--- config.mk ---
export PLATFORM = sky130hd
export DESIGN_NAME = tdmec_top
export DESIGN_NICKNAME = d
export VERILOG_FILES = /design/src/tdmec_pkg.sv /design/src/tdmec_core_timer.sv /design/src/tdmec_top.sv
export SDC_FILE = /design/constraint.sdc
export NUM_CORES = 1
export LEC_CHECK = 0
export ABC_AREA = 1
export BUFFER_PORTS_ARGS = -buffer_cell sky130_fd_sc_hd__buf_2
export CORE_MARGIN = 4
export CORE_UTILIZATION = 52
export DETAILED_ROUTE_END_ITERATION = 10
export PLACE_DENSITY = 0.93
export SKIP_LAST_GASP = 1
export SYNTH_ARGS = -nofsm -noshare
export SYNTH_HDL_FRONTEND = slang
export SYNTH_SLANG_ARGS = --single-unit
--- constraint.sdc ---
create_clock -name ref_clk -period 3.35 [get_ports ref_clk]
set_input_delay 0.5025 -clock ref_clk [delete_from_list [all_inputs] [get_ports ref_clk]]
set_output_delay 0.5025 -clock ref_clk [all_outputs]
set_load 0.05 [all_outputs]
--- src/tdmec_pkg.sv ---
package tdmec_pkg;
	// register byte offsets
	localparam logic [7:0] OFS_CONTROL   = 8'h00;
	localparam logic [7:0] OFS_MODE      = 8'h04;
	localparam logic [7:0] OFS_INT_EN    = 8'h10;
	localparam logic [7:0] OFS_INT_DIS   = 8'h14;
	localparam logic [7:0] OFS_INT_MASK  = 8'h18;
	localparam logic [7:0] OFS_INT_STAT  = 8'h1C;
	localparam logic [7:0] OFS_KEY_FIRST = 8'h20;
	localparam logic [7:0] OFS_KEY_LAST  = 8'h34;
	localparam logic [7:0] OFS_IN_DATA1  = 8'h40;
	localparam logic [7:0] OFS_IN_DATA2  = 8'h44;
	localparam logic [7:0] OFS_OUT_DATA1 = 8'h50;
	localparam logic [7:0] OFS_OUT_DATA2 = 8'h54;
	localparam logic [7:0] OFS_IV1       = 8'h60;
	localparam logic [7:0] OFS_IV2       = 8'h64;
	// control bits
	localparam int BIT_START = 0;
	localparam int BIT_SOFT_RESET_CMD = 8;
	// mode field positions
	localparam int BIT_CIPHER  = 0;
	localparam int BIT_TRIPLE  = 1;
	localparam int BIT_KEYCNT  = 4;
	localparam int POS_START_M = 8;
	localparam int POS_CHAIN_M = 12;
	localparam int BIT_LOD     = 15;
	localparam int POS_FB_SIZE = 16;
	localparam logic [31:0] MODE_RESET    = 32'h0000_0002;
	localparam logic [31:0] MODE_WR_MASK  = 32'h0003_B313;
	// status bit positions
	localparam int BIT_RDY   = 0;
	localparam int BIT_RXEND = 1;
	localparam int BIT_TXEND = 2;
	localparam int BIT_RXFUL = 3;
	localparam int BIT_TXEMP = 4;
	localparam int BIT_ILLEGAL_ACCESS_FLAG  = 8;
	localparam int POS_ILLEGAL_ACCESS_TYPE  = 12;
	localparam logic [8:0] INT_BITS_MASK = 9'h11F;
	// illegal access causes
	localparam logic [1:0] ILLEGAL_ACCESS_TYPE_IN_DMA   = 2'h0;
	localparam logic [1:0] ILLEGAL_ACCESS_TYPE_OUT_BUSY = 2'h1;
	localparam logic [1:0] ILLEGAL_ACCESS_TYPE_MODE_BSY = 2'h2;
	localparam logic [1:0] ILLEGAL_ACCESS_TYPE_WO_READ  = 2'h3;
	typedef enum logic [1:0] {SM_MANUAL, SM_AUTO, SM_DMA, SM_RSVD} tdmec_start_t;
	typedef enum logic [1:0] {CH_ECB, CH_CBC, CH_OFB, CH_CFB} tdmec_chain_t;
	typedef enum logic [1:0] {FB_64, FB_32, FB_16, FB_8} tdmec_fb_t;
	// core completion latency in clocks; arbitrary stand-in for the rounds
	localparam logic [5:0] CORE_CYCLES = 6'h10;
endpackage

--- src/tdmec_core_timer.sv ---
`timescale 1ns/1ps
`default_nettype none
// stands in for the cipher rounds: busy for a fixed count after a start
module tdmec_core_timer
	import tdmec_pkg::*;
(
	// clock and reset
	input  wire logic ref_clk,
	input  wire logic arst_n,
	// control
	input  wire logic start,
	input  wire logic abort,
	output logic      busy,
	output logic      done
);
	logic [5:0] cnt_reg;

	always_ff @(posedge ref_clk or negedge arst_n) begin
		if (!arst_n) begin
			cnt_reg <= 6'h00;
			busy    <= 1'b0;
			done    <= 1'b0;
		end else begin
			done <= 1'b0;
			if (abort) begin
				busy    <= 1'b0;
				cnt_reg <= 6'h00;
			end else if (start) begin
				busy    <= 1'b1;
				cnt_reg <= CORE_CYCLES;
			end else if (busy) begin
				if (cnt_reg == 6'h01) begin
					busy <= 1'b0;
					done <= 1'b1;
				end
				cnt_reg <= cnt_reg - 6'h01;
			end
		end
	end
endmodule
`default_nettype wire

--- src/tdmec_top.sv ---
`timescale 1ns/1ps
`default_nettype none
module tdmec_top
	import tdmec_pkg::*;
(
	// clock and reset
	input  wire logic        ref_clk,
	input  wire logic        arst_n,
	// apb slave
	input  wire logic        psel,
	input  wire logic        penable,
	input  wire logic        pwrite,
	input  wire logic [31:0] paddr,
	input  wire logic [31:0] pwdata,
	output logic      [31:0] prdata,
	output logic             pready,
	output logic             pslverr,
	// dma counter state, same clock
	input  wire logic        rx_count_zero,
	input  wire logic        rx_next_count_zero,
	input  wire logic        tx_count_zero,
	input  wire logic        tx_next_count_zero,
	input  wire logic        rx_count_wr,
	input  wire logic        tx_count_wr,
	input  wire logic        dma_block_req,
	// engine configuration
	output logic             cipher_encrypt,
	output logic             triple_select,
	output logic             key_count_select,
	output logic [1:0]       start_mode_select,
	output logic [1:0]       chaining_mode_select,
	output logic             last_output_mode,
	output logic [1:0]       feedback_size_select,
	output logic [6:0]       feedback_bits,
	output logic [1:0]       active_key_count,
	output logic             results_to_memory,
	output logic             core_start,
	output logic             irq
);
	logic [31:0] mode_reg;
	logic [8:0]  mask_reg;
	logic        rdy_reg;
	logic        rxend_reg;
	logic        txend_reg;
	logic        rxful_reg;
	logic        txemp_reg;
	logic        illegal_access_flag_reg;
	logic [1:0]  illegal_access_type_reg;
	logic        in1_reg;
	logic        in2_reg;
	logic        busy;
	logic        done;
	logic        acc;
	logic        wr;
	logic        rd;
	logic [7:0]  ofs;
	logic        hit;
	logic        wo_reg_hit;
	logic        soft_reset_cmd;
	logic        man_start;
	logic        in_wr;
	logic        out_rd;
	logic        dma_mode;
	logic        auto_go;
	logic        go;
	logic [8:0]  stat;
	logic [31:0] rd_next;
	logic        illegal;
	logic [1:0]  illegal_code;

	// start-mode decode shared by every start path
	function automatic logic start_mode_is(input logic [31:0] mode, input tdmec_start_t sm);
		start_mode_is = mode[POS_START_M +: 2] == sm;
	endfunction

	// word-pair decode shared by the data, output and vector registers
	function automatic logic is_pair(input logic [7:0] a, input logic [7:0] first, input logic [7:0] second);
		is_pair = a == first || a == second;
	endfunction

	// single-cycle access: pready answers in the access phase
	assign acc     = psel && penable;
	assign wr      = acc && pwrite;
	assign rd      = acc && !pwrite;
	assign ofs     = paddr[7:0];
	assign soft_reset_cmd   = wr && ofs == OFS_CONTROL && pwdata[BIT_SOFT_RESET_CMD];
	assign man_start = wr && ofs == OFS_CONTROL && pwdata[BIT_START]
		&& start_mode_is(mode_reg, SM_MANUAL);
	assign in_wr   = wr && is_pair(ofs, OFS_IN_DATA1, OFS_IN_DATA2);
	assign out_rd  = rd && is_pair(ofs, OFS_OUT_DATA1, OFS_OUT_DATA2);
	assign dma_mode = start_mode_is(mode_reg, SM_DMA);

	function automatic logic [6:0] fb_width(input logic [1:0] sel);
		unique case (sel)
			FB_64:   fb_width = 7'd64;
			FB_32:   fb_width = 7'd32;
			FB_16:   fb_width = 7'd16;
			default: fb_width = 7'd8;
		endcase
	endfunction

	// write-only registers in the low map
	assign wo_reg_hit = ofs == OFS_CONTROL || is_pair(ofs, OFS_INT_EN, OFS_INT_DIS)
		|| (ofs >= OFS_KEY_FIRST && ofs <= OFS_KEY_LAST && ofs[1:0] == 2'b00)
		|| is_pair(ofs, OFS_IN_DATA1, OFS_IN_DATA2) || is_pair(ofs, OFS_IV1, OFS_IV2);
	assign hit = paddr[31:8] == 24'h00_0000 && paddr[1:0] == 2'b00 && (wo_reg_hit
		|| ofs == OFS_MODE || ofs == OFS_INT_MASK || ofs == OFS_INT_STAT
		|| is_pair(ofs, OFS_OUT_DATA1, OFS_OUT_DATA2));

	// auto mode starts once both input words have been written
	assign auto_go = start_mode_is(mode_reg, SM_AUTO) && in_wr && !busy
		&& ((ofs == OFS_IN_DATA1 && in2_reg) || (ofs == OFS_IN_DATA2 && in1_reg));
	assign go = (man_start || auto_go || (dma_mode && dma_block_req)) && !busy;

	tdmec_core_timer u_core (
		.ref_clk (ref_clk),
		.arst_n  (arst_n),
		.start   (go),
		.abort   (soft_reset_cmd),
		.busy    (busy),
		.done    (done)
	);

	// illegal access detection, first listed cause wins within a cycle by priority
	always_comb begin
		illegal      = 1'b0;
		illegal_code = ILLEGAL_ACCESS_TYPE_WO_READ;
		if (rd && hit && wo_reg_hit) begin
			illegal      = 1'b1;
			illegal_code = ILLEGAL_ACCESS_TYPE_WO_READ;
		end else if (wr && ofs == OFS_MODE && busy) begin
			illegal      = 1'b1;
			illegal_code = ILLEGAL_ACCESS_TYPE_MODE_BSY;
		end else if (out_rd && busy) begin
			illegal      = 1'b1;
			illegal_code = ILLEGAL_ACCESS_TYPE_OUT_BUSY;
		end else if (in_wr && busy && dma_mode) begin
			illegal      = 1'b1;
			illegal_code = ILLEGAL_ACCESS_TYPE_IN_DMA;
		end
	end

	always_ff @(posedge ref_clk or negedge arst_n) begin
		if (!arst_n) begin
			mode_reg <= MODE_RESET;
		end else if (soft_reset_cmd) begin
			mode_reg <= MODE_RESET;
		end else if (wr && ofs == OFS_MODE && !busy) begin
			// mode writes while busy are refused and flagged
			mode_reg <= pwdata & MODE_WR_MASK;
		end
	end

	always_ff @(posedge ref_clk or negedge arst_n) begin
		if (!arst_n) begin
			mask_reg <= 9'h000;
		end else if (soft_reset_cmd) begin
			mask_reg <= 9'h000;
		end else if (wr && ofs == OFS_INT_EN) begin
			mask_reg <= mask_reg | (pwdata[8:0] & INT_BITS_MASK);
		end else if (wr && ofs == OFS_INT_DIS) begin
			mask_reg <= mask_reg & ~(pwdata[8:0] & INT_BITS_MASK);
		end
	end

	always_ff @(posedge ref_clk or negedge arst_n) begin
		if (!arst_n) begin
			in1_reg <= 1'b0;
			in2_reg <= 1'b0;
		end else if (soft_reset_cmd || go) begin
			in1_reg <= 1'b0;
			in2_reg <= 1'b0;
		end else if (in_wr) begin
			in1_reg <= in1_reg | (ofs == OFS_IN_DATA1);
			in2_reg <= in2_reg | (ofs == OFS_IN_DATA2);
		end
	end

	// result ready: completion set wins over any same-cycle clear
	always_ff @(posedge ref_clk or negedge arst_n) begin
		if (!arst_n) begin
			rdy_reg <= 1'b0;
		end else if (done) begin
			rdy_reg <= 1'b1;
		end else if (soft_reset_cmd) begin
			rdy_reg <= 1'b0;
		end else if (dma_mode) begin
			if (go)
				rdy_reg <= 1'b0;
		end else if (man_start) begin
			rdy_reg <= 1'b0;
		end else if (!mode_reg[BIT_LOD] && out_rd) begin
			rdy_reg <= 1'b0;
		end else if (mode_reg[BIT_LOD] && in_wr) begin
			rdy_reg <= 1'b0;
		end
	end

	// dma buffer flags from same-clock counter indications; zero beats a same-cycle counter write
	always_ff @(posedge ref_clk or negedge arst_n) begin
		if (!arst_n) begin
			rxend_reg <= 1'b1;
		end else if (rx_count_zero) begin
			rxend_reg <= 1'b1;
		end else if (rx_count_wr) begin
			rxend_reg <= 1'b0;
		end
	end

	always_ff @(posedge ref_clk or negedge arst_n) begin
		if (!arst_n) begin
			txend_reg <= 1'b1;
		end else if (tx_count_zero) begin
			txend_reg <= 1'b1;
		end else if (tx_count_wr) begin
			txend_reg <= 1'b0;
		end
	end

	// fullness flags are plain levels, so a counter write needs no extra handling
	always_ff @(posedge ref_clk or negedge arst_n) begin
		if (!arst_n) begin
			rxful_reg <= 1'b1;
		end else begin
			rxful_reg <= rx_count_zero && rx_next_count_zero;
		end
	end

	always_ff @(posedge ref_clk or negedge arst_n) begin
		if (!arst_n) begin
			txemp_reg <= 1'b1;
		end else begin
			txemp_reg <= tx_count_zero && tx_next_count_zero;
		end
	end

	// sticky illegal access flag; event beats a same-cycle soft reset
	always_ff @(posedge ref_clk or negedge arst_n) begin
		if (!arst_n) begin
			illegal_access_flag_reg <= 1'b0;
		end else if (illegal) begin
			illegal_access_flag_reg <= 1'b1;
		end else if (soft_reset_cmd) begin
			illegal_access_flag_reg <= 1'b0;
		end
	end

	// cause of the latest illegal access, same priority as the flag
	always_ff @(posedge ref_clk or negedge arst_n) begin
		if (!arst_n) begin
			illegal_access_type_reg <= 2'b00;
		end else if (illegal) begin
			illegal_access_type_reg <= illegal_code;
		end else if (soft_reset_cmd) begin
			illegal_access_type_reg <= 2'b00;
		end
	end

	assign stat = {illegal_access_flag_reg, 3'b000, txemp_reg, rxful_reg, txend_reg, rxend_reg, rdy_reg};

	always_comb begin
		rd_next = 32'h0000_0000;
		if (ofs == OFS_INT_MASK)
			rd_next = {23'h00_0000, mask_reg};
		else if (ofs == OFS_INT_STAT)
			rd_next = {18'h0_0000, illegal_access_type_reg, 3'b000, stat};
		else if (ofs == OFS_MODE)
			rd_next = mode_reg;
	end

	// bus answer registered; output data words live in the datapath
	always_ff @(posedge ref_clk or negedge arst_n) begin
		if (!arst_n) begin
			prdata  <= 32'h0000_0000;
			pready  <= 1'b0;
			pslverr <= 1'b0;
		end else begin
			pready  <= psel && !pready;
			pslverr <= psel && !pready && !hit;
			prdata  <= (psel && !pwrite && hit) ? rd_next : 32'h0000_0000;
		end
	end

	// registered copies of the mode fields
	always_ff @(posedge ref_clk or negedge arst_n) begin
		if (!arst_n) begin
			cipher_encrypt       <= 1'b0;
			triple_select        <= 1'b1;
			key_count_select     <= 1'b0;
			start_mode_select    <= 2'b00;
			chaining_mode_select <= 2'b00;
			last_output_mode     <= 1'b0;
			feedback_size_select <= 2'b00;
		end else begin
			cipher_encrypt       <= mode_reg[BIT_CIPHER];
			triple_select        <= mode_reg[BIT_TRIPLE];
			key_count_select     <= mode_reg[BIT_KEYCNT];
			start_mode_select    <= mode_reg[POS_START_M +: 2];
			chaining_mode_select <= mode_reg[POS_CHAIN_M +: 2];
			last_output_mode     <= mode_reg[BIT_LOD];
			feedback_size_select <= mode_reg[POS_FB_SIZE +: 2];
		end
	end

	// settings derived from the mode fields, same latency as the copies
	always_ff @(posedge ref_clk or negedge arst_n) begin
		if (!arst_n) begin
			feedback_bits     <= 7'd64;
			active_key_count  <= 2'd3;
			results_to_memory <= 1'b0;
		end else begin
			feedback_bits     <= fb_width(mode_reg[POS_FB_SIZE +: 2]);
			// two-key operation reuses key one, so third key words are ignored
			active_key_count  <= !mode_reg[BIT_TRIPLE] ? 2'd1
				: (mode_reg[BIT_KEYCNT] ? 2'd2 : 2'd3);
			results_to_memory <= dma_mode && !mode_reg[BIT_LOD];
		end
	end

	// start pulse and interrupt request
	always_ff @(posedge ref_clk or negedge arst_n) begin
		if (!arst_n) begin
			core_start <= 1'b0;
			irq        <= 1'b0;
		end else begin
			core_start <= go;
			irq        <= |(stat & mask_reg);
		end
	end
endmodule
`default_nettype wire

Word-level counts from Yosys, hierarchy flattened
Cells that the tools add are included.
{"block": "op_classes", "addsub": 1, "magnitude_cmp": 2, "eq_ne": 17, "muxes": 50, "bitwise_logic": 6, "reduce_logical": 75}
{"operator": "$mux W32", "count": 6}
{"operator": "$eq A8 B7 Y1 const B", "count": 6}
{"operator": "$logic_and A1 B1 Y1", "count": 39}
{"operator": "$eq A8 B5 Y1 const B", "count": 4}
{"operator": "$mux W1", "count": 30}
{"operator": "$mux W9", "count": 3}
{"operator": "$logic_not A24 Y1", "count": 1}
{"operator": "$pmux W7 S3", "count": 1}
{"operator": "$and A9 B9 Y9", "count": 2}
{"operator": "$mux W6", "count": 3}
{"operator": "$logic_or A1 B1 Y1", "count": 16}
{"operator": "$mux W2", "count": 7}
{"operator": "$reduce_bool A2 Y1", "count": 5}
{"operator": "$not A9 Y9", "count": 1}
{"operator": "$or A9 B9 Y9", "count": 1}
{"operator": "$reduce_or A9 Y1", "count": 1}
{"operator": "$eq A8 B3 Y1 const B", "count": 1}
{"operator": "$ge A8 B6 Y1 const B", "count": 1}
{"operator": "$le A8 B6 Y1 const B", "count": 1}
{"operator": "$logic_not A8 Y1", "count": 1}
{"operator": "$eq A6 B1 Y1 const B", "count": 1}
{"operator": "$logic_not A2 Y1", "count": 3}
{"operator": "$reduce_bool A3 Y1", "count": 2}
{"operator": "$reduce_bool A6 Y1", "count": 1}
{"operator": "other kinds (7)", "count": 14}
{"block": "totals", "reg_bits": 115, "in_bits": 76, "output_inout_bits": 56, "word_cells": 180}

Depth between registers and ports, before layout
Gate-level depths: netlist (run 1).
{"block": "logic_depth", "ltp_word": 15, "depth_mapped": 12, "depth_no_buf": 12}

Cells and area by module
A second synthesis (run 1) with hierarchy kept.
{"block": "hier_totals", "hier_cells": 394, "hier_area_um2": 3493.4}
{"mod": "tdmec_top", "n_inst": 1, "cells_each": 342, "area_per_inst_um2": 3067.9, "seq_area_each_um2": 1486.4}
{"mod": "tdmec_core_timer", "n_inst": 1, "cells_each": 52, "area_per_inst_um2": 425.4, "seq_area_each_um2": 200.2}

Worst setup path after synthesis (run 1)
Ideal clock, no wire load.
{"block": "synth_path", "path_kind": "input to register", "from": "in paddr[5]", "to": "reg rdy_reg", "setup_time_ns": 0.116, "t_arrival_ns": 1.508, "required_ns": 3.234, "slack_ns": 1.725, "path_stages": 11, "n_path_buf": 1, "path_cell_list": "nor2_1 -> nand2_1 -> nor2_4 -> nand3_4 -> buf_6 -> nand2_1 -> nor2_1 -> o21ai_1 -> nand2_1 -> nand2_1 -> nand2_1"}
{"block": "synth_via", "elab_chain_cells": 11, "word_cells_on_any_way": 32, "classes_between": "5 x eq/ne; 5 x mux; 22 x reduce/logical"}
{"element": "from (decl)", "line_no": "tdmec_top.sv:13", "rtl": "input wire logic [31:0] paddr,"}
{"element": "$eq A8 B7 Y1", "line_no": "tdmec_top.sv:78, tdmec_top.sv:112"}
{"element": "$logic_or A1 B1 Y1", "line_no": "tdmec_top.sv:78", "rtl": "is_pair = a == first || a == second;"}
{"element": "$logic_and A1 B1 Y1", "line_no": "tdmec_top.sv:89", "rtl": "assign in_wr = wr && is_pair(ofs, OFS_IN_DATA1, OFS_IN_DATA2);"}
{"element": "$logic_and A1 B1 Y1 (2 in a row)", "line_no": "tdmec_top.sv:111", "rtl": "assign auto_go = start_mode_is(mode_reg, SM_AUTO) && in_wr && !busy"}
{"element": "$logic_and A1 B1 Y1", "line_no": "tdmec_top.sv:112", "rtl": "&& ((ofs == OFS_IN_DATA1 && in2_reg) || (ofs == OFS_IN_DATA2 && in1_reg));"}
{"element": "$logic_or A1 B1 Y1 (2 in a row)", "line_no": "tdmec_top.sv:113", "rtl": "assign go = (man_start || auto_go || (dma_mode && dma_block_req)) && !busy;"}
{"element": "$logic_and A1 B1 Y1", "line_no": "tdmec_top.sv:113"}
{"element": "$ne A4 B2 Y1 (no source line)"}
{"element": "$reduce_and A2 Y1 (no source line)"}
{"element": "to (signal assigned)", "line_no": "tdmec_top.sv:182", "rtl": "rdy_reg <= 1'b0;"}
{"element": "to (signal assigned)", "line_no": "tdmec_top.sv:184", "rtl": "rdy_reg <= 1'b1;"}
{"element": "to (signal assigned)", "line_no": "tdmec_top.sv:186", "rtl": "rdy_reg <= 1'b0;"}
{"element": "to (decl)", "line_no": "tdmec_top.sv:42", "rtl": "logic rdy_reg;"}
Several ways; a longest one is shown, not always the timed one.
A chain may end at the register's enable or synchronous reset.

Final worst setup path (run 1)
{"block": "layout_path", "from": "in paddr[5]", "to": "reg u_core.cnt_reg[5]"}
{"block": "layout_via", "elab_chain_cells": 11, "word_cells_on_any_way": 21, "classes_between": "2 x eq/ne; 2 x mux; 17 x reduce/logical"}
{"element": "$eq A8 B7 Y1", "line_no": "tdmec_top.sv:78, tdmec_top.sv:112"}
{"element": "$logic_or A1 B1 Y1", "line_no": "tdmec_top.sv:78"}
{"element": "$logic_and A1 B1 Y1", "line_no": "tdmec_top.sv:89"}
{"element": "$logic_and A1 B1 Y1 (2 in a row)", "line_no": "tdmec_top.sv:111"}
{"element": "$logic_and A1 B1 Y1", "line_no": "tdmec_top.sv:112"}
{"element": "$logic_or A1 B1 Y1 (2 in a row)", "line_no": "tdmec_top.sv:113"}
{"element": "$logic_and A1 B1 Y1", "line_no": "tdmec_top.sv:113"}
{"element": "$mux W6", "line_no": "tdmec_core_timer.sv:28", "rtl": "end else if (start) begin"}
{"element": "$mux W6", "line_no": "tdmec_core_timer.sv:25", "rtl": "if (abort) begin"}
{"element": "to (signal assigned)", "line_no": "tdmec_core_timer.sv:36", "rtl": "cnt_reg <= cnt_reg - 6'h01;"}
{"element": "to (decl)", "line_no": "tdmec_core_timer.sv:16", "rtl": "logic [5:0] cnt_reg;"}
Several ways; a longest one is shown, not always the timed one.

==> results.md, run 1 <==
* Status: complete, no violations
* Reg-to-reg startpoint: mode_reg[9]
* Met3 Use GR at approximately 6.4%
* Post-synthesis register bit count at 67
* Initial antenna violation count at 0
* Die Width at 87.5 um
* Core Rows at 28
* Critical path class: input port to flop
* Fill cells at 481
* FMAX at 582 MHz
* I/O pin count at about 130
* Met2 Use GR at between 30 and 40%
* Maximum clock path buffer count at 2
* Largest area contributor in the netlist: dfrtp_1
* Starting Density at 54.6%
* DP Cell Count at 526
* CP top delay family: simple AND/OR/NAND/NOR gates
* CTS root buf: clkbuf_8
* XOR/XNOR Fraction of Synth Area at 0.799%
* Wire per inst at 13.7 um
* Core footprint at 6030 sq um
* Number of flip-flops under the largest register name at 13
* Drt first pass iters at 5
* Synth Area in Compound Gates at 10.7%
* Pwr per Cell Area at 492 nW/um^2
* Worst reg2reg path depth at 9
* Detailed Route Iter0 Violations at 182
* GRT Max-Usage Layer: met2
* Slew HR at 46.1%
* Reg clk slew, reported paths at roughly 0.08 ns
* Largest family of logic cells by synthesized area: simple AND/OR/NAND/NOR gates
* Critical R2R Capture: u_core.cnt_reg[4]
* Leak at 2.10 nW
* TritonCTS Buffers at 9
* Crit-path cells: buf_2, nor2_1, nand2_1, nor2_4, nand3_4, inv_1, nor2_2, nand2_1, o21ai_0
* Via-per-instance ratio at 5.08
* RSZ-0062 raised after global routing: false
* Met1 Track Usage GR at 24.3%
* Arr. time, crit path at 1.94 ns
* Slew Limit Fails at 0
* Total grt overflow at 0
* Slowest cell on crit path: inv_1
* Postcts setup bufs at 0
* Nets@finish at 540
* CP peak stage delay at 0.29 ns
* Final worst path period share at between 50 and 60%
* Post-synth top area share at 44.9%
* Final setup fails at 0
* Setup TNS Final at 0 ns
* Die Area at 7660 sq um
* Adder-cell share of the synthesized area at 0.761%
* Post-synthesis cell count at around 360
* Via count of the first global-routing pass at 2,732
* Hold Violations, Final at 0
* Netlist cell types at 41
* Finished Layout Cells at 542
* Total power draw at 1.92 mW
* Share of layout cells above drive strength 1 at 31.9%
* Register area share after synthesis at 51.3%
* Worst reg2reg setup slack at around 1.9 ns
* TritonCTS clock tree: yes
* ANT cells at 0
* Register area at around 1700 sq um
* ANT nets after route at 0
* Req. time, crit path at 3.58 ns
* Utilization after layout at between 60% and 70%
* Worst-Margin Slew at between 0.8 and 0.9 ns
* Worst path bufs/invs at 2
* Drc violations at 0
* Simple-gate portion of the synthesized area at 25.7%
* Die height at 87.5 um
* Clk_lat worst skew at 0.35 ns
* Hold WC Path Type: input port to asynchronous set/reset pin
* Clock Skews at 0.0143 ns
* Most used cell along the critical path: nand2_1
* Largest net degree at the start of global routing at 38
* Max Fanout on Critical Path at 12
* IO Port Bufs at 91
* Yosys Warn Count at 0
* Total GRT Usage at approximately 20%
* GPL Wtd Cong at 0.941
* CP endpoint kind: flop
* Maxcap violations at 0
* H-tree levels at 3
* Synth top area cells: dfrtp_1, nand2_1, dfstp_2
* CTS sink cnt at 67
* Post-cts sizing count at 0
* Worst Setup Start Kind: input port
* Multi-input gate area at roughly 1300 sq um
* Area Overhead vs Synth at 19.0%
* First-pass GRT wire length at 12.1 mm
* Drt total wl at 7.43 mm
* Min Tclk post-route at 1.72 ns
* Placed wire-length estimate at 5.81 mm
* CTS Hold Bufs at 0
* Total number of vias at between 2,000 and 3,000
* Synth Cell Area at 3290 sq um
* Mux share of post-synthesis cell area at 0%
* Mean post-synth cell area at ~9.1 sq um
* Max VDD drop at 299 uV
layout make-up:
type / count / area share [%]
Clock buffer: 10 / 3.26
Clock inverter: 6 / 1.06
Inverter: 43 / 4.19
Multi-Input combinational cell: 248 / 34.0
Sequential cell: 67 / 43.1
Tap cell: 75 / 2.40
Timing Repair Buffer: 93 / 12.0
per-stage QoR:
stage	setup slack, ns	area [sq um]	hold slack (ns)
CTS	1.63	3910	0.262
detailed placement	1.27	3740	0.377
global route	1.50	3910	0.296
floorplan	1.73	3360	0.207
global placement	1.31	3740	0.359
finish	1.63	3910	0.243
power by group:
group	total [mW]	internal, mW	switching [mW]
logic	0.385	0.127	0.258
registers	0.955	0.892	0.0626
clock network	0.584	0.268	0.316
synthesized netlist by cell type:
library cell and number:
a211oi_1 4, a211oi_2 1, a21boi_0 1, a21boi_1 1, a21oi_1 15, a21oi_2 5
a221oi_1 1, a22o_1 4, buf_4 23, buf_6 1, conb_1 1, dfrtp_1 59
dfstp_2 8, ha_1 2, inv_1 40, inv_2 2, inv_4 1, nand2_1 73
nand2_2 3, nand2_4 3, nand2_8 1, nand3_1 12, nand3_2 4, nand3_4 2
nand3b_1 1, nand4_1 6, nand4_2 1, nand4_4 1, nor2_1 46, nor2_2 3
nor2_4 4, nor2_8 1, nor3_1 4, o211ai_1 1, o21ai_0 13, o21ai_1 5
o21bai_1 2, o22ai_1 2, o31ai_1 1, or2_4 1, xor2_1 3
worst max-delay path by stage:
stage / start / endpoint / slack, ns / cells past startpoint
detailed placement: paddr[5] / u_core.cnt_reg[0] / 1.27 / 9
global placement: paddr[5] / u_core.cnt_reg[5] / 1.31 / 9
finish: paddr[5] / u_core.cnt_reg[5] / 1.63 / 9
CTS: paddr[5] / u_core.cnt_reg[0] / 1.63 / 9
floorplan: paddr[5] / rdy_reg / 1.73 / 11
global route: paddr[4] / u_core.cnt_reg[0] / 1.50 / 9
cells by family after synthesis:
| kind of cell | after synthesis |
|---|---|
| buffers and inverters | 67 |
| other | 1 |
| xor gates and xnor gates | 3 |
| and+or+nand+nor | 166 |
| AOI/OAI and AO/OA | 56 |
| DFF | 67 |
| adders and majority gates | 2 |
worst register-to-register path, delay by kind of cell (launching register included):
family                 cells  cell delay [ns]
AO/OA/AOI/OAI              1             0.09
AND/OR/NAND/NOR            6             0.62
buffers and inverters      2             0.18
flip-flops                 1             0.43
layer usage:
metal | vias to the layer above | part of all wire [%]
li1 | 1327 | -
met1 | 1266 | 38
met2 | 131 | 50
met3 | 32 | 8.6
met4 | 0 | 3.7
met5 | - | 0
cell usage in the layout (no fill, tap or decap), types with 3 or more instances in the layout:
cell        netlist  final
nand4_1           6      6
nor2_2            3      3
nor2_1           46     46
xor2_1            3      3
o21ai_1           5      5
clkbuf_8          0      9
a21oi_1          15     15
a22o_1            4      4
nor3_1            4      4
nand2_2           3      3
conb_1            1     21
nand2_1          73     73
nand2_4           3      3
a211oi_1          4      4
nand3_2           4      4
dfrtp_1          59     59
a21oi_2           5      5
nand3_1          12     12
nor2_4            4      4
o21ai_0          13     13
buf_2             0     91
clkinvlp_4        0      3
inv_1            40     40
dfstp_2           8      8
Note: power is estimated with default switching activity, not from simulation.
==> run 2, diff against run 1 <==
--- a/config.mk
+++ b/config.mk
@@ -8,9 +8,9 @@
 export ABC_AREA = 1
 export BUFFER_PORTS_ARGS = -buffer_cell sky130_fd_sc_hd__buf_2
 export CORE_MARGIN = 4
-export CORE_UTILIZATION = 52
+export CORE_UTILIZATION = 48
 export DETAILED_ROUTE_END_ITERATION = 10
-export PLACE_DENSITY = 0.93
+export PLACE_DENSITY = 0.87
 export SKIP_LAST_GASP = 1
 export SYNTH_ARGS = -nofsm -noshare
 export SYNTH_HDL_FRONTEND = slang
==> constraint.sdc (replaced) <==
create_clock -name ref_clk -period 1.8 [get_ports ref_clk]
set_input_delay 0.27 -clock ref_clk [delete_from_list [all_inputs] [get_ports ref_clk]]
set_output_delay 0.27 -clock ref_clk [all_outputs]
set_load 0.05 [all_outputs]
==> run 2 against run 1 <==
Compared with the run above: wire length increased by 1.1%; sequential power increased by 86%; die area increased by 7.6%; final area increased by 3.0%; register-to-register slack got worse by 1.5 ns; total power increased by 100%; clock skew decreased by 0.0059 ns; utilization decreased by 2.9 points; combinational power increased by 90%; sequential cell count unchanged; via count increased by 0.58%; highest routed layer unchanged.
==> results.md, run 2 (same netlist as run 1, synthesis figures left out) <==
* Nets@finish at 546
* I/O pin count at 132
* Die height at 90.8 um
* Final worst path period share at 78.1%
* Via-per-instance ratio at 5.04
* FMAX at 711 MHz
* Max Fanout on Critical Path at 6
* Max VDD drop at 496 uV
* Internal Power at 2.69 mW
* Drt first pass iters at 4
* Clk_lat worst skew at 0.34 ns
* Pwr per Cell Area at 964 nW/um^2
* ANT nets after route at 0
* DP Cell Count at between 500 and 600
* Detailed Route Iter0 Violations at 183
* Hold WC Path Type: input port to flop
* Sw Share at 30.6%
* Setup TNS Final at 0 ns
* Initial antenna violation count at 0
* Total power draw at 3.88 mW
* Drc violations at 0
* Maximum clock path buffer count at 2
* Commonest non-fill, non-tap cells in the layout: buf_2, nand2_1, dfrtp_1
* CP endpoint kind: flop
* Total GRT Usage at 19.1%
* Core footprint at 6490 sq um
* Req. time, crit path at 2.04 ns
* H-tree levels at 3
* Post-Route M1 WL at approximately 2.9 mm
* Leak at ~2.2 nW
* Die Width at 90.8 um
* Post-cts sizing count at 0
* RSZ-0062 raised after global routing: false
* Wire per inst at roughly 14 um
* Met3 routed WL at 515 um
* TritonCTS clock tree: yes
* Starting Density at 50.6%
* Via count of the first global-routing pass at 2,812
* Worst Setup Start Kind: flop
* Total grt overflow at 0
* Maxcap violations at 0
* Met2 WL at 3.94 mm
* Top sig layer: met4
* CTS sink cnt at 67
* Share of layout cells above drive strength 1 at approximately a third
* Final setup fails at 0
* TritonCTS Buffers at 9
* Fin Hold WS at 0.0685 ns
* Clock network fraction of design power at a little over a third
* Setup WS pre-CTS at between 0.1 and 0.15 ns
* Placed wire-length estimate at 5.82 mm
* Core Rows at 29
* Reg clk slew, reported paths at 0.07 ns
* Die Area at 8240 sq um
* Comb power frac at 18.9%
* Sequential power share at about 46%
* ANT cells at 0
* Number of flip-flops under the largest register name at 13
* Critical path class: flop to flop
* CTS root buf: clkbuf_8
* Hold Violations, Final at 0
* Commonest non-fill, non-tap cell in the layout: buf_2
* Final worst-path setup slack at 0.393 ns
* Min Tclk post-route at 1.41 ns
* Drt total wl at between 7 and 8 mm
* First-pass GRT wire length at 12.6 mm
* IO Port Bufs at 91
* GPL Wtd Cong at 0.884
* Total number of vias at 2,772
* Largest net degree at the start of global routing at 68
* Area Overhead vs Synth at 22.6%
* Status: complete, no violations
* Net Switching at 1.19 mW
* Clock Skews at around 0.0085 ns
* Arr. time, crit path at 1.65 ns
* Postcts setup bufs at 0
* Finished Layout Cells at between 500 and 600
* Slew Limit Fails at 0
run 2: changes by cell type in the layout (fill, tap and decap cells not counted), sizes merged:
| cell | before | now |
|---|---|---|
| buf | 93 | 98 |
| bufinv | 0 | 2 |
| clkbuf | 10 | 9 |
| clkinv | 2 | 4 |
| clkinvlp | 3 | 0 |
| dlygate4sd3 | 0 | 1 |
run 2: final cells by class:
class,count,area (sq um)
fillers,557,2460
flip-flops and latches,67,1690
multi-input cells,248,1330
repair buffers,99,531
inverters,43,164
clock buffers,9,124
clock inverters,7,100
well taps,77,96.3
run 2: power groups by stage:
stage | clock, mW | sequential (mW) | combinational, mW
final | 1.37 | 1.78 | 0.733
after global routing | 1.47 | 1.80 | 0.823
after CTS | 1.40 | 1.78 | 0.742
after detailed placement | 0 | 1.80 | 0.739
after global placement | 0 | 1.79 | 0.703
after floorplan | 0 | 1.83 | 0.504
run 2: worst max-delay path, stage by stage, from the launching register on:
cell and delay (ns):
dfrtp_1 0.45, nor3_1 0.19, nand3_1 0.13, nand2_1 0.10
inv_2 0.04, nand2_1 0.06, nand2_2 0.09, nand3_1 0.08
nand2_1 0.06, nand2_1 0.05, nand2_1 0.05
run 2: layer usage:
metal / track usage [%] / up-vias
li1: - / 1338
met1: 21.4 / 1312
met2: 34.5 / 106
met3: 5.58 / 16
met4: 6.63 / 0
met5: 0 / -
run 2: through the flow:
stage	cell area [sq um]	util, %
2_1_floorplan	3360	-
3_3_place_gp	3800	58.4
3_5_place_dp	3800	58.4
4_1_cts	4030	62.0
5_1_grt	4030	62.0
6_report	4030	62.0
run 2: final timing paths:
path	slack (ns)	startpoint	depth (start not counted)	end
worst max-delay path	0.39	mode_reg[8]	10	rdy_reg
worst min-delay path	0.07	tx_count_wr	2	txend_reg
worst max register to register	0.39	mode_reg[8]	10	rdy_reg
worst min register to register	0.38	mode_reg[1]	0	active_key_count[1]
max in group asynchronous	1.01	arst_n	3	txend_reg
min in group asynchronous	0.47	arst_n	3	mode_reg[16]
run 2: timing repair:
item | in CTS | in global routing
hold buffers | 1 | 0
hold endpoints to repair | 59 | 0
setup endpoints to repair | 0 | 0
==> run 3, diff against run 2 <==
--- a/config.mk
+++ b/config.mk
@@ -5,12 +5,12 @@
 export SDC_FILE = /design/constraint.sdc
 export NUM_CORES = 1
 export LEC_CHECK = 0
-export ABC_AREA = 1
+export ABC_AREA = 0
 export BUFFER_PORTS_ARGS = -buffer_cell sky130_fd_sc_hd__buf_2
 export CORE_MARGIN = 4
 export CORE_UTILIZATION = 48
 export DETAILED_ROUTE_END_ITERATION = 10
-export PLACE_DENSITY = 0.87
+export PLACE_DENSITY = 0.88
 export SKIP_LAST_GASP = 1
 export SYNTH_ARGS = -nofsm -noshare
 export SYNTH_HDL_FRONTEND = slang
==> constraint.sdc (replaced) <==
create_clock -name ref_clk -period 1.35 [get_ports ref_clk]
set_input_delay 0.2025 -clock ref_clk [delete_from_list [all_inputs] [get_ports ref_clk]]
set_output_delay 0.2025 -clock ref_clk [all_outputs]
set_load 0.05 [all_outputs]
==> run 3 against run 2 <==
Compared with the run above: total power increased by 24%; largest cell class unchanged; the flow now finishes with violations (negative setup slack); clock power rose by 18%; area after synthesis is 5.3% lower; via count up 1.4%; wire length rose by 10%; global-route usage rose by 1.1 points; utilization is 8.5 points higher; sequential share of layout area down 4.0 points; final area rose by 11%.
==> results.md, run 3 <==
* Starting Density at about half
* Met2 Use GR at 34.1%
* Post-synth top area share at between 40% and 50%
* Maxcap violations at 0
* Largest area contributor in the netlist: dfrtp_1
* Hold WC Path Type: input port to flop
* Drt first pass iters at 4
* Clk_lat worst skew at about 0.34 ns
* Stages on worst setup path at 6
* FMAX at 619 MHz
* Total number of vias at about 2,800
* Commonest non-fill, non-tap cells in the layout: buf_2, dfrtp_1, buf_4
* Worst reg2reg setup slack at -0.18 ns
* IO Port Bufs at 91
* Via-per-instance ratio at 5.37
* Worst Setup Start Kind: input port
* Largest net degree at the start of global routing at 68
* Reg-to-reg startpoint: mode_reg[8]
* Most common cell in the netlist: dfrtp_1
* Critical path class: input port to flop
* Req. time, crit path at ~1.6 ns
* Sw Share at 30.0%
* ANT cells at 0
* Pwr per Cell Area at 1080 nW/um^2
* Netlist cell types at 42
* Commonest cells post-synth: dfrtp_1, nor2_1, buf_4, nand2_1, o21ai_0
* Number of flip-flops under the largest register name at 13
* TritonCTS Buffers at 9
* Mean post-synth cell area at 10.2 sq um
* Met1 Track Usage GR at 25.2%
* Commonest non-fill, non-tap cell in the layout: buf_2
* Leak at about 2.3 nW
* Die Width at 88.5 um
* Crit-path cells: buf_6, or4_4, nor4_4, and3_4, mux2i_2, nor2_1
* Reg clk slew, reported paths at 0.07 ns
* Final worst-path setup slack at -0.266 ns
* Internal Power at approximately 3.4 mW
* Maximum clock path buffer count at 2
* Core Rows at 29
* Worst path bufs/invs at 1
* Met3 Use GR at 4.56%
* DP Cell Count at 498
* Final setup fails at 40
* Total GRT Usage at 20.2%
* Setup WS pre-CTS at -0.503 ns
* Main synth FF type: dfrtp_1
* Worst reg2reg path depth at 5
* Post-synth ARST share at 100%
* Sequential power share at a little under half
* Register area share after synthesis at around 54%
* Multi-input gate area at approximately 1500 sq um
* Fill cells at 452
* CP top delay family: simple AND/OR/NAND/NOR gates
* Die Area at 7840 sq um
* Critical R2R Capture: u_core.cnt_reg[1]
* Total grt overflow at 0
* Slowest cell on crit path: or4_4
* Post-synthesis cell count at 305
* Drt total wl at between 8 and 9 mm
* Max Fanout on Critical Path at 4
* Via count of the first global-routing pass at ~2,700
* Hold Violations, Final at 0
* Comb power frac at ~20%
* Wire per inst at between 15 and 20 um
* Violated checks: negative setup slack
* Drc violations at 0
* Critical Path End: mode_reg[8]
* CTS root buf: clkbuf_8
* Share of layout cells above drive strength 1 at 46.9%
* Nets@finish at approximately 520
* Register area at approximately 1700 sq um
* CP endpoint kind: flop
* Area Overhead vs Synth at 43.1%
* GRT Max-Usage Layer: met2
* Die height at around 90 um
* Clock network fraction of design power at 33.5%
* CTS sink cnt at between 60 and 70
* Core footprint at 6310 sq um
* Initial antenna violation count at 0
* Finished Layout Cells at 523
* Net Switching at 1.45 mW
* Placed wire-length estimate at about 5.8 mm
* Min Tclk post-route at 1.62 ns
* Fin Hold WS at 0.0587 ns
* Detailed Route Iter0 Violations at 172
* H-tree levels at 3
* I/O pin count at approximately 130
* Max VDD drop at 1160 uV
* Final worst path period share at 120%
* Slew Limit Fails at 0
* Yosys Warn Count at 0
* Synth Cell Area at around 3100 sq um
* Post-synthesis register bit count at 67
* Post-synth EDFFs at 0
* Status: complete, but fails checks
* Total power draw at 4.82 mW
* Synth top area cells: dfrtp_1, dfstp_2, buf_4
* ANT nets after route at 0
* GPL Wtd Cong at 0.904
* CP peak stage delay at 0.58 ns
* Arr. time, crit path at 1.84 ns
* RSZ-0062 raised after global routing: true
* First-pass GRT wire length at 12.2 mm
* Launch point of the worst path: paddr[1]
* TritonCTS clock tree: yes
* Clock Skews at 0.00662 ns
## run 3: worst min-delay path by stage
stage	from	endpoint	slack, ns	depth (start not counted)
finish	tx_count_zero	txend_reg	0.06	2
global route	tx_count_zero	txend_reg	0.06	2
CTS	tx_count_zero	txend_reg	0.04	2
detailed placement	arst_n	feedback_size_select[1]	0.25	2
global placement	arst_n	last_output_mode	0.24	2
floorplan	arst_n	chaining_mode_select[0]	-0.09	0
## run 3: layout make-up
type / count / area share, %
Timing Repair Buffer: 139 / 20.5
Multi-Input combinational cell: 214 / 34.3
Tap cell: 77 / 2.16
Inverter: 10 / 0.843
Clock buffer: 11 / 3.17
Sequential cell: 67 / 37.9
Clock inverter: 5 / 1.18
## run 3: timing repair
item	in CTS	in global routing
endpoints found under the hold margin	59	0
endpoints found under the setup margin	34	36
pin swaps	11	26
hold buffers	1	0
buffers inserted	1	7
cloned	0	1
gates resized for setup	14	47
## run 3: per-layer routing
metal / part of all wire, % / wire length (um)
met1: 39 / 3230
met2: 51 / 4250
met3: 8.2 / 674
met5: 0 / 0
met4: 1.3 / 109
## run 3: power groups by stage
stage	Sequential, mW	Clock [mW]	Combinational [mW]
6_report	2.24	1.61	0.965
5_1_grt	2.26	1.73	1.05
4_1_cts	2.24	1.65	0.917
3_5_place_dp	2.27	0	0.901
3_3_place_gp	2.27	0	0.865
2_1_floorplan	2.30	0	0.590
## run 3: cells by family after synthesis
kind of cell | after synthesis | share of synthesized area [%]
AO/OA/AOI/OAI | 47 | 9.45
multiplexers | 15 | 4.98
buffers and inverters | 44 | 8.56
adder cells (fa/ha/maj) | 2 | 0.804
other | 1 | 0.120
flip-flops | 67 | 54.2
XOR/XNOR | 1 | 0.281
AND/OR/NAND/NOR | 128 | 21.6
## run 3: per-stage QoR
| stage | setup TNS [ns] | util (%) | area, sq um |
|---|---|---|---|
| 6_report | -4.77 | 70.6 | 4450 |
| 3_3_place_gp | -15.05 | 62.8 | 3960 |
| 2_1_floorplan | -7.77 | - | 3350 |
| 3_5_place_dp | -16.69 | 62.8 | 3960 |
| 5_1_grt | -6.55 | 70.6 | 4450 |
| 4_1_cts | -1.88 | 67.0 | 4230 |
